`src/rtl/ext_int_pkg.sv`:
```
// Package for the external interrupt latch block: register map, field positions, reset values.
// Assumes a 32-bit AXI4-Lite register bus and a single 125 MHz clock.
package ext_int_pkg;

  localparam int          ADDR_W            = 4;
  localparam int          DATA_W            = 32;
  // Register byte offsets
  localparam logic [3:0]  STATUS_CTRL_OFF   = 4'h0;
  localparam logic [3:0]  BREAK_CTRL_OFF    = 4'h4;
  // Status/control field positions
  localparam int          MODE_BIT          = 0;
  localparam int          MASK_BIT          = 1;
  localparam int          ACK_BIT           = 2;
  localparam int          PEND_BIT          = 3;
  localparam int          PIN_BIT           = 4;
  // Break control field position
  localparam int          BREAK_FLAG_CLEAR_ENABLE_BIT          = 0;
  // Reset values
  localparam logic        MODE_RST          = 1'b0;
  localparam logic        MASK_RST          = 1'b0;
  localparam logic        BREAK_FLAG_CLEAR_ENABLE_RST          = 1'b0;
  // Vector locations used on service
  localparam logic [15:0] VECTOR_HI_ADDR    = 16'hfffa;
  localparam logic [15:0] VECTOR_LO_ADDR    = 16'hfffb;
  // AXI responses
  localparam logic [1:0]  RESP_OKAY         = 2'b00;
  localparam logic [1:0]  RESP_SLVERR       = 2'b10;

endpackage : ext_int_pkg

```
`src/rtl/external_interrupt_latch.sv`:
```
// External interrupt latch: active-low request pin, edge or edge+level sense,
// AXI4-Lite status/control registers, CPU request and vector acknowledge.
// Assumes the CPU applies its own global mask and drives a one-cycle vector acknowledge.
//
// Operation
// - Low request on pin sets the latch
// - Vector fetch acknowledge clears the latch
// - Software acknowledge write clears the latch
// - Any reset clears the latch
// - Default falling edge; optional edge plus level
// - Edge mode: acknowledge clears latch immediately
// - Level mode: clear needs acknowledge and pin high
// - Level mode: pending while pin stays low
// - Reset clears latch and sense select
// - Mask bit blocks request to CPU
// - Edge after acknowledge latches new request
// - Service loads vector from two fixed locations
// - Pending flag ignores the mask bit
// - Pin level offered to branch instructions
// - Pending flag read-only, one when pending
// - Acknowledge bit write-only, reads zero
// - Sense select one means edge plus level
// - In break, acknowledge writes ignored unless enabled
`timescale 1ns/100ps
module external_interrupt_latch (
  input  wire logic        core_clk_in,
  input  wire logic        sys_rst_in,
  // Pin and CPU side
  input  wire logic        ext_int_request_pin_in,
  input  wire logic        vector_fetch_ack_in,
  input  wire logic        break_state_in,
  output logic             cpu_irq_out,
  output logic             pin_level_out,
  output logic [15:0]      vector_hi_addr_out,
  output logic [15:0]      vector_lo_addr_out,
  // AXI4-Lite slave
  input  wire logic [3:0]  s_axi_awaddr,
  input  wire logic        s_axi_awvalid,
  output logic             s_axi_awready,
  input  wire logic [31:0] s_axi_wdata,
  input  wire logic [3:0]  s_axi_wstrb,
  input  wire logic        s_axi_wvalid,
  output logic             s_axi_wready,
  output logic [1:0]       s_axi_bresp,
  output logic             s_axi_bvalid,
  input  wire logic        s_axi_bready,
  input  wire logic [3:0]  s_axi_araddr,
  input  wire logic        s_axi_arvalid,
  output logic             s_axi_arready,
  output logic [31:0]      s_axi_rdata,
  output logic [1:0]       s_axi_rresp,
  output logic             s_axi_rvalid,
  input  wire logic        s_axi_rready
);

  ////////////////////////////////////////////////////////////////////////////
  // Pin synchroniser

  logic pin_level;
  logic pin_fall;

  pin_sync #(
    .RST_LEVEL (1'b1)
  ) u_pin_sync (
    .core_clk_in (core_clk_in),
    .sys_rst_in  (sys_rst_in),
    .pin_in      (ext_int_request_pin_in),
    .level_out   (pin_level),
    .fall_out    (pin_fall)
  );

  ////////////////////////////////////////////////////////////////////////////
  // Write channel: capture address and data in either order

  logic [3:0]  aw_addr_q;
  logic        aw_have_q;
  logic [31:0] w_data_q;
  logic [3:0]  w_strb_q;
  logic        w_have_q;
  logic        wr_fire;

  assign wr_fire = aw_have_q & w_have_q & ~s_axi_bvalid;

  always_ff @(posedge core_clk_in) begin
    if (sys_rst_in) begin
      aw_have_q     <= 1'b0;
      aw_addr_q     <= 4'h0;
      s_axi_awready <= 1'b0;
    end else begin
      s_axi_awready <= ~aw_have_q & ~s_axi_awready & s_axi_awvalid & ~s_axi_bvalid;
      if (s_axi_awvalid & s_axi_awready) begin
        aw_have_q <= 1'b1;
        aw_addr_q <= s_axi_awaddr;
      end else if (wr_fire) begin
        aw_have_q <= 1'b0;
      end
    end
  end

  always_ff @(posedge core_clk_in) begin
    if (sys_rst_in) begin
      w_have_q     <= 1'b0;
      w_data_q     <= 32'h0000_0000;
      w_strb_q     <= 4'h0;
      s_axi_wready <= 1'b0;
    end else begin
      s_axi_wready <= ~w_have_q & ~s_axi_wready & s_axi_wvalid & ~s_axi_bvalid;
      if (s_axi_wvalid & s_axi_wready) begin
        w_have_q <= 1'b1;
        w_data_q <= s_axi_wdata;
        w_strb_q <= s_axi_wstrb;
      end else if (wr_fire) begin
        w_have_q <= 1'b0;
      end
    end
  end

  // Control fields live in byte lane 0 only
  logic wr_ctrl;
  logic wr_brk;
  logic wr_hit;

  assign wr_hit  = (aw_addr_q == ext_int_pkg::STATUS_CTRL_OFF) | (aw_addr_q == ext_int_pkg::BREAK_CTRL_OFF);
  assign wr_ctrl = wr_fire & w_strb_q[0] & (aw_addr_q == ext_int_pkg::STATUS_CTRL_OFF);
  assign wr_brk  = wr_fire & w_strb_q[0] & (aw_addr_q == ext_int_pkg::BREAK_CTRL_OFF);

  always_ff @(posedge core_clk_in) begin
    if (sys_rst_in) begin
      s_axi_bvalid <= 1'b0;
      s_axi_bresp  <= ext_int_pkg::RESP_OKAY;
    end else if (wr_fire) begin
      s_axi_bvalid <= 1'b1;
      s_axi_bresp  <= wr_hit ? ext_int_pkg::RESP_OKAY : ext_int_pkg::RESP_SLVERR;
    end else if (s_axi_bready) begin
      s_axi_bvalid <= 1'b0;
    end
  end

  ////////////////////////////////////////////////////////////////////////////
  // Control bits

  logic mode_q;
  logic mask_q;
  logic break_flag_clear_enable_q;

  always_ff @(posedge core_clk_in) begin
    if (sys_rst_in) begin
      mode_q <= ext_int_pkg::MODE_RST;
      mask_q <= ext_int_pkg::MASK_RST;
      break_flag_clear_enable_q <= ext_int_pkg::BREAK_FLAG_CLEAR_ENABLE_RST;
    end else begin
      if (wr_ctrl) begin
        mode_q <= w_data_q[ext_int_pkg::MODE_BIT];
        mask_q <= w_data_q[ext_int_pkg::MASK_BIT];
      end
      if (wr_brk) begin
        break_flag_clear_enable_q <= w_data_q[ext_int_pkg::BREAK_FLAG_CLEAR_ENABLE_BIT];
      end
    end
  end

  ////////////////////////////////////////////////////////////////////////////
  // Latch

  logic latch_q;
  logic ack_pend_q;
  logic sw_ack;
  logic any_ack;
  logic set_req;

  assign sw_ack  = wr_ctrl & w_data_q[ext_int_pkg::ACK_BIT] & (~break_state_in | break_flag_clear_enable_q);
  assign any_ack = sw_ack | vector_fetch_ack_in;
  // falling edge, or low level in level mode
  // new edge after acknowledge sets again
  assign set_req = pin_fall | (mode_q & ~pin_level);

  // Level mode remembers an acknowledge seen while pin still low
  always_ff @(posedge core_clk_in) begin
    if (sys_rst_in) begin
      ack_pend_q <= 1'b0;
    end else if (~mode_q | pin_level | ~latch_q) begin
      ack_pend_q <= 1'b0;
    end else if (any_ack) begin
      ack_pend_q <= 1'b1;
    end
  end

  always_ff @(posedge core_clk_in) begin
    if (sys_rst_in) begin
      latch_q <= 1'b0;
    end else if (pin_fall) begin
      // New edge wins over a simultaneous acknowledge
      latch_q <= 1'b1;
    end else if (mode_q) begin
      // clear needs acknowledge and pin high
      if (~pin_level) begin
        latch_q <= 1'b1;
      end else if (any_ack | ack_pend_q) begin
        latch_q <= 1'b0;
      end
    end else if (any_ack) begin
      latch_q <= 1'b0;
    end else if (set_req) begin
      latch_q <= 1'b1;
    end
  end

  ////////////////////////////////////////////////////////////////////////////
  // CPU side outputs

  always_ff @(posedge core_clk_in) begin
    if (sys_rst_in) begin
      cpu_irq_out   <= 1'b0;
      pin_level_out <= 1'b1;
    end else begin
      cpu_irq_out   <= latch_q & ~mask_q & ~any_ack;
      pin_level_out <= pin_level;
    end
  end

  always_ff @(posedge core_clk_in) begin
    if (sys_rst_in) begin
      vector_hi_addr_out <= ext_int_pkg::VECTOR_HI_ADDR;
      vector_lo_addr_out <= ext_int_pkg::VECTOR_LO_ADDR;
    end else begin
      vector_hi_addr_out <= ext_int_pkg::VECTOR_HI_ADDR;
      vector_lo_addr_out <= ext_int_pkg::VECTOR_LO_ADDR;
    end
  end

  ////////////////////////////////////////////////////////////////////////////
  // Read channel

  function automatic logic [31:0] read_word(input logic [3:0] addr, input logic pend, input logic pin,
                                            input logic mask, input logic mode, input logic break_flag_clear_enable);
    logic [31:0] v;
    v = 32'h0000_0000;
    if (addr == ext_int_pkg::STATUS_CTRL_OFF) begin
      v[ext_int_pkg::PEND_BIT] = pend;
      v[ext_int_pkg::PIN_BIT]  = pin;
      v[ext_int_pkg::MASK_BIT] = mask;
      v[ext_int_pkg::MODE_BIT] = mode;
    end else if (addr == ext_int_pkg::BREAK_CTRL_OFF) begin
      v[ext_int_pkg::BREAK_FLAG_CLEAR_ENABLE_BIT] = break_flag_clear_enable;
    end
    return v;
  endfunction : read_word

  logic rd_hit;

  assign rd_hit = (s_axi_araddr == ext_int_pkg::STATUS_CTRL_OFF) | (s_axi_araddr == ext_int_pkg::BREAK_CTRL_OFF);

  always_ff @(posedge core_clk_in) begin
    if (sys_rst_in) begin
      s_axi_arready <= 1'b0;
      s_axi_rvalid  <= 1'b0;
      s_axi_rdata   <= 32'h0000_0000;
      s_axi_rresp   <= ext_int_pkg::RESP_OKAY;
    end else begin
      s_axi_arready <= s_axi_arvalid & ~s_axi_arready & ~s_axi_rvalid;
      if (s_axi_arvalid & s_axi_arready) begin
        s_axi_rvalid <= 1'b1;
        s_axi_rdata  <= read_word(s_axi_araddr, latch_q, pin_level, mask_q, mode_q, break_flag_clear_enable_q);
        s_axi_rresp  <= rd_hit ? ext_int_pkg::RESP_OKAY : ext_int_pkg::RESP_SLVERR;
      end else if (s_axi_rready) begin
        s_axi_rvalid <= 1'b0;
      end
    end
  end

endmodule : external_interrupt_latch

```
`src/rtl/pin_sync.sv`:
```
// Two-stage synchroniser with falling-edge detect on the synchronised level.
// Assumes the pin input may change at any time relative to the clock.
`timescale 1ns/100ps
module pin_sync #(
  parameter logic RST_LEVEL = 1'b1
) (
  input  wire logic core_clk_in,
  input  wire logic sys_rst_in,
  input  wire logic pin_in,
  output logic      level_out,
  output logic      fall_out
);

  logic meta_q;
  logic sync_q;
  logic prev_q;

  // sync then compare
  // Flops keep sampling through reset, so a pin held low across release is no edge
  always_ff @(posedge core_clk_in) begin
    meta_q <= pin_in;
    sync_q <= meta_q;
    prev_q <= sync_q;
  end

  assign level_out = sys_rst_in ? RST_LEVEL : sync_q;
  assign fall_out  = prev_q & ~sync_q & ~sys_rst_in;

endmodule : pin_sync

```
`config.mk`:
```
export PLATFORM = sky130hd
export DESIGN_NAME = external_interrupt_latch
export DESIGN_NICKNAME = d
export VERILOG_FILES = /design/src/rtl/ext_int_pkg.sv /design/src/rtl/external_interrupt_latch.sv /design/src/rtl/pin_sync.sv
export SDC_FILE = /design/constraint.sdc
export NUM_CORES = 1
export LEC_CHECK = 0
export BUFFER_PORTS_ARGS = -buffer_cell sky130_fd_sc_hd__buf_2
export CAP_MARGIN = 40
export CORE_MARGIN = 3
export CORE_UTILIZATION = 39
export CTS_CLUSTER_SIZE = 10
export DETAILED_ROUTE_END_ITERATION = 6
export PLACE_DENSITY = 0.93
export SETUP_SLACK_MARGIN = 0.15
export SYNTH_ARGS = -nofsm -noshare
export SYNTH_HDL_FRONTEND = slang
export SYNTH_SLANG_ARGS = --single-unit
```
`constraint.sdc`:
```
create_clock -name core_clk_in -period 1.3 [get_ports core_clk_in]
set_input_delay 0.065 -clock core_clk_in [delete_from_list [all_inputs] [get_ports core_clk_in]]
set_output_delay 0.065 -clock core_clk_in [all_outputs]
set_load 0.01 [all_outputs]
```
==> summary.md, run 1 <==
| Metric | Value |
|---|---|
| Setup TNS Final | 0 ns |
| CP arrival | 1.38 ns |
| Hold Path Class | primary input to register |
| R2r setup slk | 0.09 ns |
| Seq/Total Area, Yosys | 39.33% |
| Clock buffer depth | 2 |
| Launch point of the worst reg-to-reg path | aw_addr_q[2]$_SDFFE_PP0P_ |
| CTS tree | yes |
| Yosys warnings | 0 |
| Final nets | 277 |
| Slew Limit Fails | 0 |
| Placed cells | 262 |
| Reg2reg path depth | 4 |
| Post-synthesis cell type count | 26 |
| Grt total ovfl | 0 |
| Worst min-delay path startpoint | s_axi_awaddr[3] |
| CTS Root Cell | clkbuf_8 |
| Vias in the first global route | 963 |
| Tmin final | 1.208 ns |
| Commonest non-fill, non-tap cell in the layout | conb_1 |
| Reg clk slew, reported paths | 0.06 ns |
| GRT Overall Usage | 11.18% |
| Skew-Pair Late Insertion Delay | 0.28 ns |
| Final setup viols | 0 |
| Leakage power | 0.0007989 uW |
| Synth Area in Adders | 0% |
| Die X-Extent | 69.61 um |
| Final WL | 2789 um |
| Top cell type's share of synthesized area | 39.33% |
| Setup Skew | 0.003470 ns |
| Post-Synth Simple-Gate Area | 17.21% |
| Die area | 0.004845 mm^2 |
| Largest net degree at the start of global routing | 16 |
| Synth area leaders | dfxtp_1 39%, buf_4 30%, a21oi_1 5.1% |
| Fmax | 827.5 MHz |
| Critical path peak fanout | 2 |
| Max_cap viols | 0 |
| Final Non-Filler Cells | 272 |
| CORE AREA | 0.003771 mm^2 |
| Xor-xnor portion of the synthesized cell area | 0% |
| Vias | 1,121 |
| DR WL/cell | 10.25 um |
| RSZ-0062 raised after global routing | true |
| Kind of critical path | register to register |
| First-pass DRT Iterations | 4 |
| Mean Syn Cell Area | 8.622 um^2 |
| Input/output buffers | 34 |
| Dpl ws | 0.01820 ns |
| Clk sinks | 31 |
| Final instance area | 0.001692 mm^2 |
| Startpoint types | register |
| Endpoints failing hold | 0 |
| # DRC | 0 |
| Die H | 69.61 um |
| Synth Instances | 183 |
| Worst hold path depth | 3 |
| Most frequent cells in the layout | 62 x conb_1, 34 x buf_2, 29 x dfxtp_1, 16 x a21oi_1, 14 x nor2_1 |
| DP Area | 0.001564 mm^2 |
| First-pass GRT wire length | 4250 um |
| Post-route worst setup slack | 0.09153 ns |
| Critical path required time | 1.47 ns |
| Top Registers | aw_addr_q (4), s_axi_rdata (4), w_data_q (3) |
| RR Endpoint | mask_q$_SDFFE_PP0N_ |
| Post-synthesis mux area share | 2.538% |
| Final ANT Viol Nets | 0 |
| Period utilization | 92.96% |
| Synth Register Bits | 31 |
| Antenna cells | 0 |
| Initial Util | 41.84% |
| Layout cells sized above 1 | 23.66% |
| Vias per Instance | 4.121 |
| Antenna violations before repair | 0 |
| Compound-Gate Fraction of Synth Area | 8.565% |
| Largest family of logic cells by synthesized area | buffers and inverters |
| Status | complete, no violations |
| Std cell rows | 22 |
| Synth area leader | dfxtp_1 |
| CTS buffer count | 5 |
| H-tree level count | 2 |
| Layout filler cell count | 378 |
| Area grow syn2layout | 7.216% |
| Post-Syn Area | 0.001578 mm^2 |
| VDD IR max | 626.9 uV |
| Number of I/O pins | 129 |
| Starting DRT DRC Count | 15 |
| CP Capture Type | register |
| GP Congestion | 0.7112 |
| Pwr/cell area | 1135 mW/mm^2 |
| Post-DP HPWL | 2152 um |
| Hold Path End | aw_addr_q[3]$_SDFFE_PP0P_ |
-- routing by layer --
layer  vias to the layer above  part of all wire (%)  track usage (%)
met5                         -                     0                0
met4                         0                   1.3            5.206
met3                         4                   8.6            5.507
met2                        50                    50            18.11
met1                       506                    40            12.18
li1                        561                     -                -
-- final cells by class --
class | count | area (um^2) | share of cell area, %
Clock buffer | 7 | 76.32 | 4.512
Clock inverter | 1 | 5.005 | 0.2959
Inverter | 5 | 18.77 | 1.109
Multi-Input combinational cell | 142 | 705.7 | 41.72
Sequential cell | 31 | 623.1 | 36.83
Tap cell | 48 | 60.06 | 3.550
Timing Repair Buffer | 38 | 202.7 | 11.98
-- metrics by stage --
stage / total power (uW) / utilization, % / hold WS (ns)
after floorplan: 1299 / - / 0.09272
after global placement: 1218 / 41.47 / 0.1688
after detailed placement: 1223 / 41.47 / 0.1686
after CTS: 1938 / 44.69 / 0.02672
after global routing: 2010 / 44.86 / 0.03660
final: 1921 / 44.86 / 0.03380
-- cells by family (layout without fill, tap and decap cells) --
| family | count (synthesis) | count (layout) |
|---|---|---|
| buffers and inverters | 70 | 51 |
| multiplexers | 4 | 4 |
| flip-flops | 31 | 31 |
| other | 2 | 62 |
| AND/OR/NAND/NOR | 52 | 52 |
| AO/OA/AOI/OAI | 24 | 24 |
-- timing repair --
item,CTS,global route
gates resized for setup,5,1
endpoints found under the hold margin,1,0
pin swaps,2,1
setup endpoints to repair,6,8
setup buffers,1,0
hold buffers,1,0
-- how the worst max path moves through the flow --
stage,from,to,slack [ns],depth (start not counted)
detailed placement,aw_addr_q[2]$_SDFFE_PP0P_,latch_q$_SDFFE_PP0P_,0.02,4
floorplan,s_axi_bvalid$_SDFFE_PP0P_,mode_q$_SDFFE_PP0N_,0.16,4
CTS,aw_addr_q[2]$_SDFFE_PP0P_,mask_q$_SDFFE_PP0N_,0.09,4
global placement,aw_addr_q[2]$_SDFFE_PP0P_,latch_q$_SDFFE_PP0P_,0.08,4
global route,aw_addr_q[3]$_SDFFE_PP0P_,latch_q$_SDFFE_PP0P_,0.02,4
finish,aw_addr_q[2]$_SDFFE_PP0P_,mask_q$_SDFFE_PP0N_,0.09,4
-- Yosys cell counts --
library cell	n
a211oi_1	1
a21oi_1	16
a22oi_1	3
a31oi_1	1
and2_4	1
and4b_2	1
buf_4	62
buf_6	1
clkbuf_1	2
conb_1	2
dfxtp_1	31
inv_1	5
mux2i_1	4
nand2_1	13
nand2b_1	1
nand3_1	10
nor2_1	14
nor3_1	4
nor3_2	1
nor3b_1	1
nor4_2	1
nor4b_1	3
o2111ai_1	1
o21ai_0	2
or2_2	1
or3_4	1
-- critical path, stage by stage, from the launching register on --
cell     delay, ns
dfxtp_2       0.33
nor4_4        0.32
and2_4        0.21
mux2i_1       0.18
nor2_1        0.05
-- power breakdown --
part           switching [uW]  leakage [uW]  internal, uW  total, uW
clock                     328     0.0000422           374        702
sequential               24.2      0.000254           980       1000
combinational             151      0.000503          62.9        214
total                     503      0.000799          1420       1920
No activity file was read; power rests on OpenSTA's default activity.
==> inputs of run 2 (changes only) <==
--- a/config.mk
+++ b/config.mk
@@ -8,10 +8,10 @@
 export BUFFER_PORTS_ARGS = -buffer_cell sky130_fd_sc_hd__buf_2
 export CAP_MARGIN = 40
 export CORE_MARGIN = 3
-export CORE_UTILIZATION = 39
+export CORE_UTILIZATION = 40
 export CTS_CLUSTER_SIZE = 10
 export DETAILED_ROUTE_END_ITERATION = 6
-export PLACE_DENSITY = 0.93
+export PLACE_DENSITY = 0.94
 export SETUP_SLACK_MARGIN = 0.15
 export SYNTH_ARGS = -nofsm -noshare
 export SYNTH_HDL_FRONTEND = slang
==> constraint.sdc (replaced) <==
create_clock -name core_clk_in -period 1.4 [get_ports core_clk_in]
set_input_delay 0.07 -clock core_clk_in [delete_from_list [all_inputs] [get_ports core_clk_in]]
set_output_delay 0.07 -clock core_clk_in [all_outputs]
set_load 0.01 [all_outputs]
==> run 2 against run 1 <==
Net effect: cell count fell by 1.1%; sequential share of layout area is the same; sequential power down 7%; clock skew up 0.0022 ns; utilization increased by 0.33 points; power is 1.5% higher; largest power group unchanged; highest routed layer unchanged; clock power up 17%.
==> summary.md, run 2 (synthesized netlist as in run 1, its figures left out) <==
| Metric | Value |
|---|---|
| Hold Path Class | primary input to register |
| Input/output buffers | 34 |
| Switching share of power | 23.72% |
| Max_cap viols | 0 |
| Final ANT Viol Nets | 0 |
| Footprint of the multi-input gates | 699.4 um^2 |
| H-tree level count | 2 |
| Post-DP HPWL | 2138 um |
| Critical path required time | 1.57 ns |
| Final WL | 2736 um |
| Pwr Total | 1950 uW |
| Initial Util | 42.15% |
| Register area | 623.1 um^2 |
| First-pass DRT Iterations | 4 |
| Worst min-delay path startpoint | s_axi_awaddr[1] |
| Final setup viols | 0 |
| CP max-delay cell | dfxtp_2 |
| CTS buffer count | 5 |
| Clock network power share | 42.2% |
| CORE AREA | 0.003744 mm^2 |
| Internal Pwr Total | 1488 uW |
| R2r setup slk | 0.21 ns |
| Vias | 1,107 |
| Pwr/cell area | 1153 mW/mm^2 |
| Setup Skew | 0.005676 ns |
| Dpl ws | 0.1768 ns |
| Endpoints failing hold | 0 |
| Switch Pwr | 462.6 uW |
| Fmax | 839.5 MHz |
| Crit-path leading delay family | simple AND/OR/NAND/NOR gates |
| GP Congestion | 0.7155 |
| Status | complete, no violations |
| Slew Limit Fails | 0 |
| Launch point of the worst reg-to-reg path | aw_addr_q[1]$_SDFFE_PP0P_ |
| Std cell rows | 22 |
| Reg power frac | 47.8% |
| CP Depth | 4 |
| Die H | 68.81 um |
| Critical path peak fanout | 3 |
| Starting DRT DRC Count | 20 |
| Vias per Instance | 4.115 |
| CTS tree | yes |
| DR WL/cell | 10.17 um |
| Number of I/O pins | 129 |
| Skew-Pair Late Insertion Delay | 0.28 ns |
| Leakage power | 0.0007974 uW |
| VDD IR max | 565.5 uV |
| RR Endpoint | mask_q$_SDFFE_PP0N_ |
| CP arrival | 1.37 ns |
| Period utilization | 85.08% |
| Setup crit end | mask_q$_SDFFE_PP0N_ |
| CP bufs+invs | 0 |
| Reg2reg path depth | 4 |
| CTS Root Cell | clkbuf_8 |
| Post-route worst setup slack | 0.2088 ns |
| Commonest non-fill, non-tap cell in the layout | conb_1 |
| # DRC | 0 |
| Top Registers | aw_addr_q (4), s_axi_rdata (4), w_data_q (3) |
| Tmin final | 1.191 ns |
| Layout filler cell count | 392 |
| Vias in the first global route | 925 |
| CP Capture Type | register |
| Kind of critical path | register to register |
| Final core occ | 45.19% |
| Die X-Extent | 68.81 um |
| # Post-CTS Setup Buffers | 0 |
| Area grow syn2layout | 7.216% |
| RSZ-0062 raised after global routing | false |
| Final nets | 275 |
| Clock buffer depth | 2 |
| Layout cells sized above 1 | 23.08% |
| Clk sinks | 31 |
| Comb power frac | 9.9% |
| Startpoint types | register |
| First-pass GRT wire length | 3960 um |
| Largest net degree at the start of global routing | 16 |
| Antenna cells | 0 |
| Reg clk slew, reported paths | 0.06 ns |
| Antenna violations before repair | 0 |
| Grt total ovfl | 0 |
| Setup TNS Final | 0 ns |
| Max stage delay on crit path | 0.34 ns |
| GRT Overall Usage | 11.74% |
| Most frequent cells in the layout | 62 x conb_1, 34 x buf_2, 29 x dfxtp_1, 16 x a21oi_1, 14 x nor2_1 |
| Die area | 0.004734 mm^2 |
| Worst Setup SP | aw_addr_q[1]$_SDFFE_PP0P_ |
| WHS | 0.02942 ns |
| CP cell instances | nor4_4 -> and2_4 -> mux2i_1 -> nor2_1 |
-- run 2: final cells by class --
| class | instances | area share [%] |
|---|---|---|
| clock buffers | 6 | 4.290 |
| multi-input cells | 142 | 41.35 |
| well taps | 48 | 3.550 |
| repair buffers | 36 | 11.09 |
| flip-flops and latches | 31 | 36.83 |
| clock inverters | 1 | 1.775 |
| inverters | 5 | 1.109 |
-- run 2: tightest hold or removal path, delay by kind of cell --
| family | cells | cell delay (ns) |
|---|---|---|
| buf+inv | 1 | 0.09 |
| simple gates | 1 | 0.05 |
| compound gates | 1 | 0.05 |
-- run 2: metal layers --
| metal | GRT usage [%] | wire [um] | part of all wire (%) | vias to the layer above |
|---|---|---|---|---|
| met1 | 12.40 | 1051 | 38 | 495 |
| met5 | 0 | 0 | 0 | - |
| li1 | - | - | - | 556 |
| met4 | 6.569 | 57 | 2.1 | 0 |
| met2 | 19.67 | 1363 | 50 | 51 |
| met3 | 4.862 | 264 | 9.6 | 5 |
-- run 2: worst min-delay path by stage --
stage	end	slack [ns]	cells past startpoint
global route	aw_addr_q[1]$_SDFFE_PP0P_	0.04	3
finish	aw_addr_q[1]$_SDFFE_PP0P_	0.03	3
CTS	aw_addr_q[1]$_SDFFE_PP0P_	0.04	3
detailed placement	u_pin_sync.meta_q$_DFF_P_	0.17	1
global placement	u_pin_sync.meta_q$_DFF_P_	0.17	1
floorplan	u_pin_sync.meta_q$_DFF_P_	0.1	0
-- run 2: timing repair --
action                                  in CTS  in global routing
endpoints found under the hold margin        1                  0
hold buffers                                 1                  0
gates resized for setup                      0                  5
endpoints found under the setup margin       0                  4
-- run 2: power groups by stage --
stage                     registers (uW)  logic [uW]  clock network, uW
after floorplan                      952         254                  0
after global placement               949         182                  0
after detailed placement             951         184                  0
after CTS                            931         187                851
after global routing                 936         224                885
final                                933         193                824
-- run 2: stage by stage --
step | cell area, um^2 | cells
floorplan | 1803 | 243
global placement | 1556 | 261
detailed placement | 1556 | 261
CTS | 1669 | 269
global route | 1692 | 269
finish | 1692 | 269
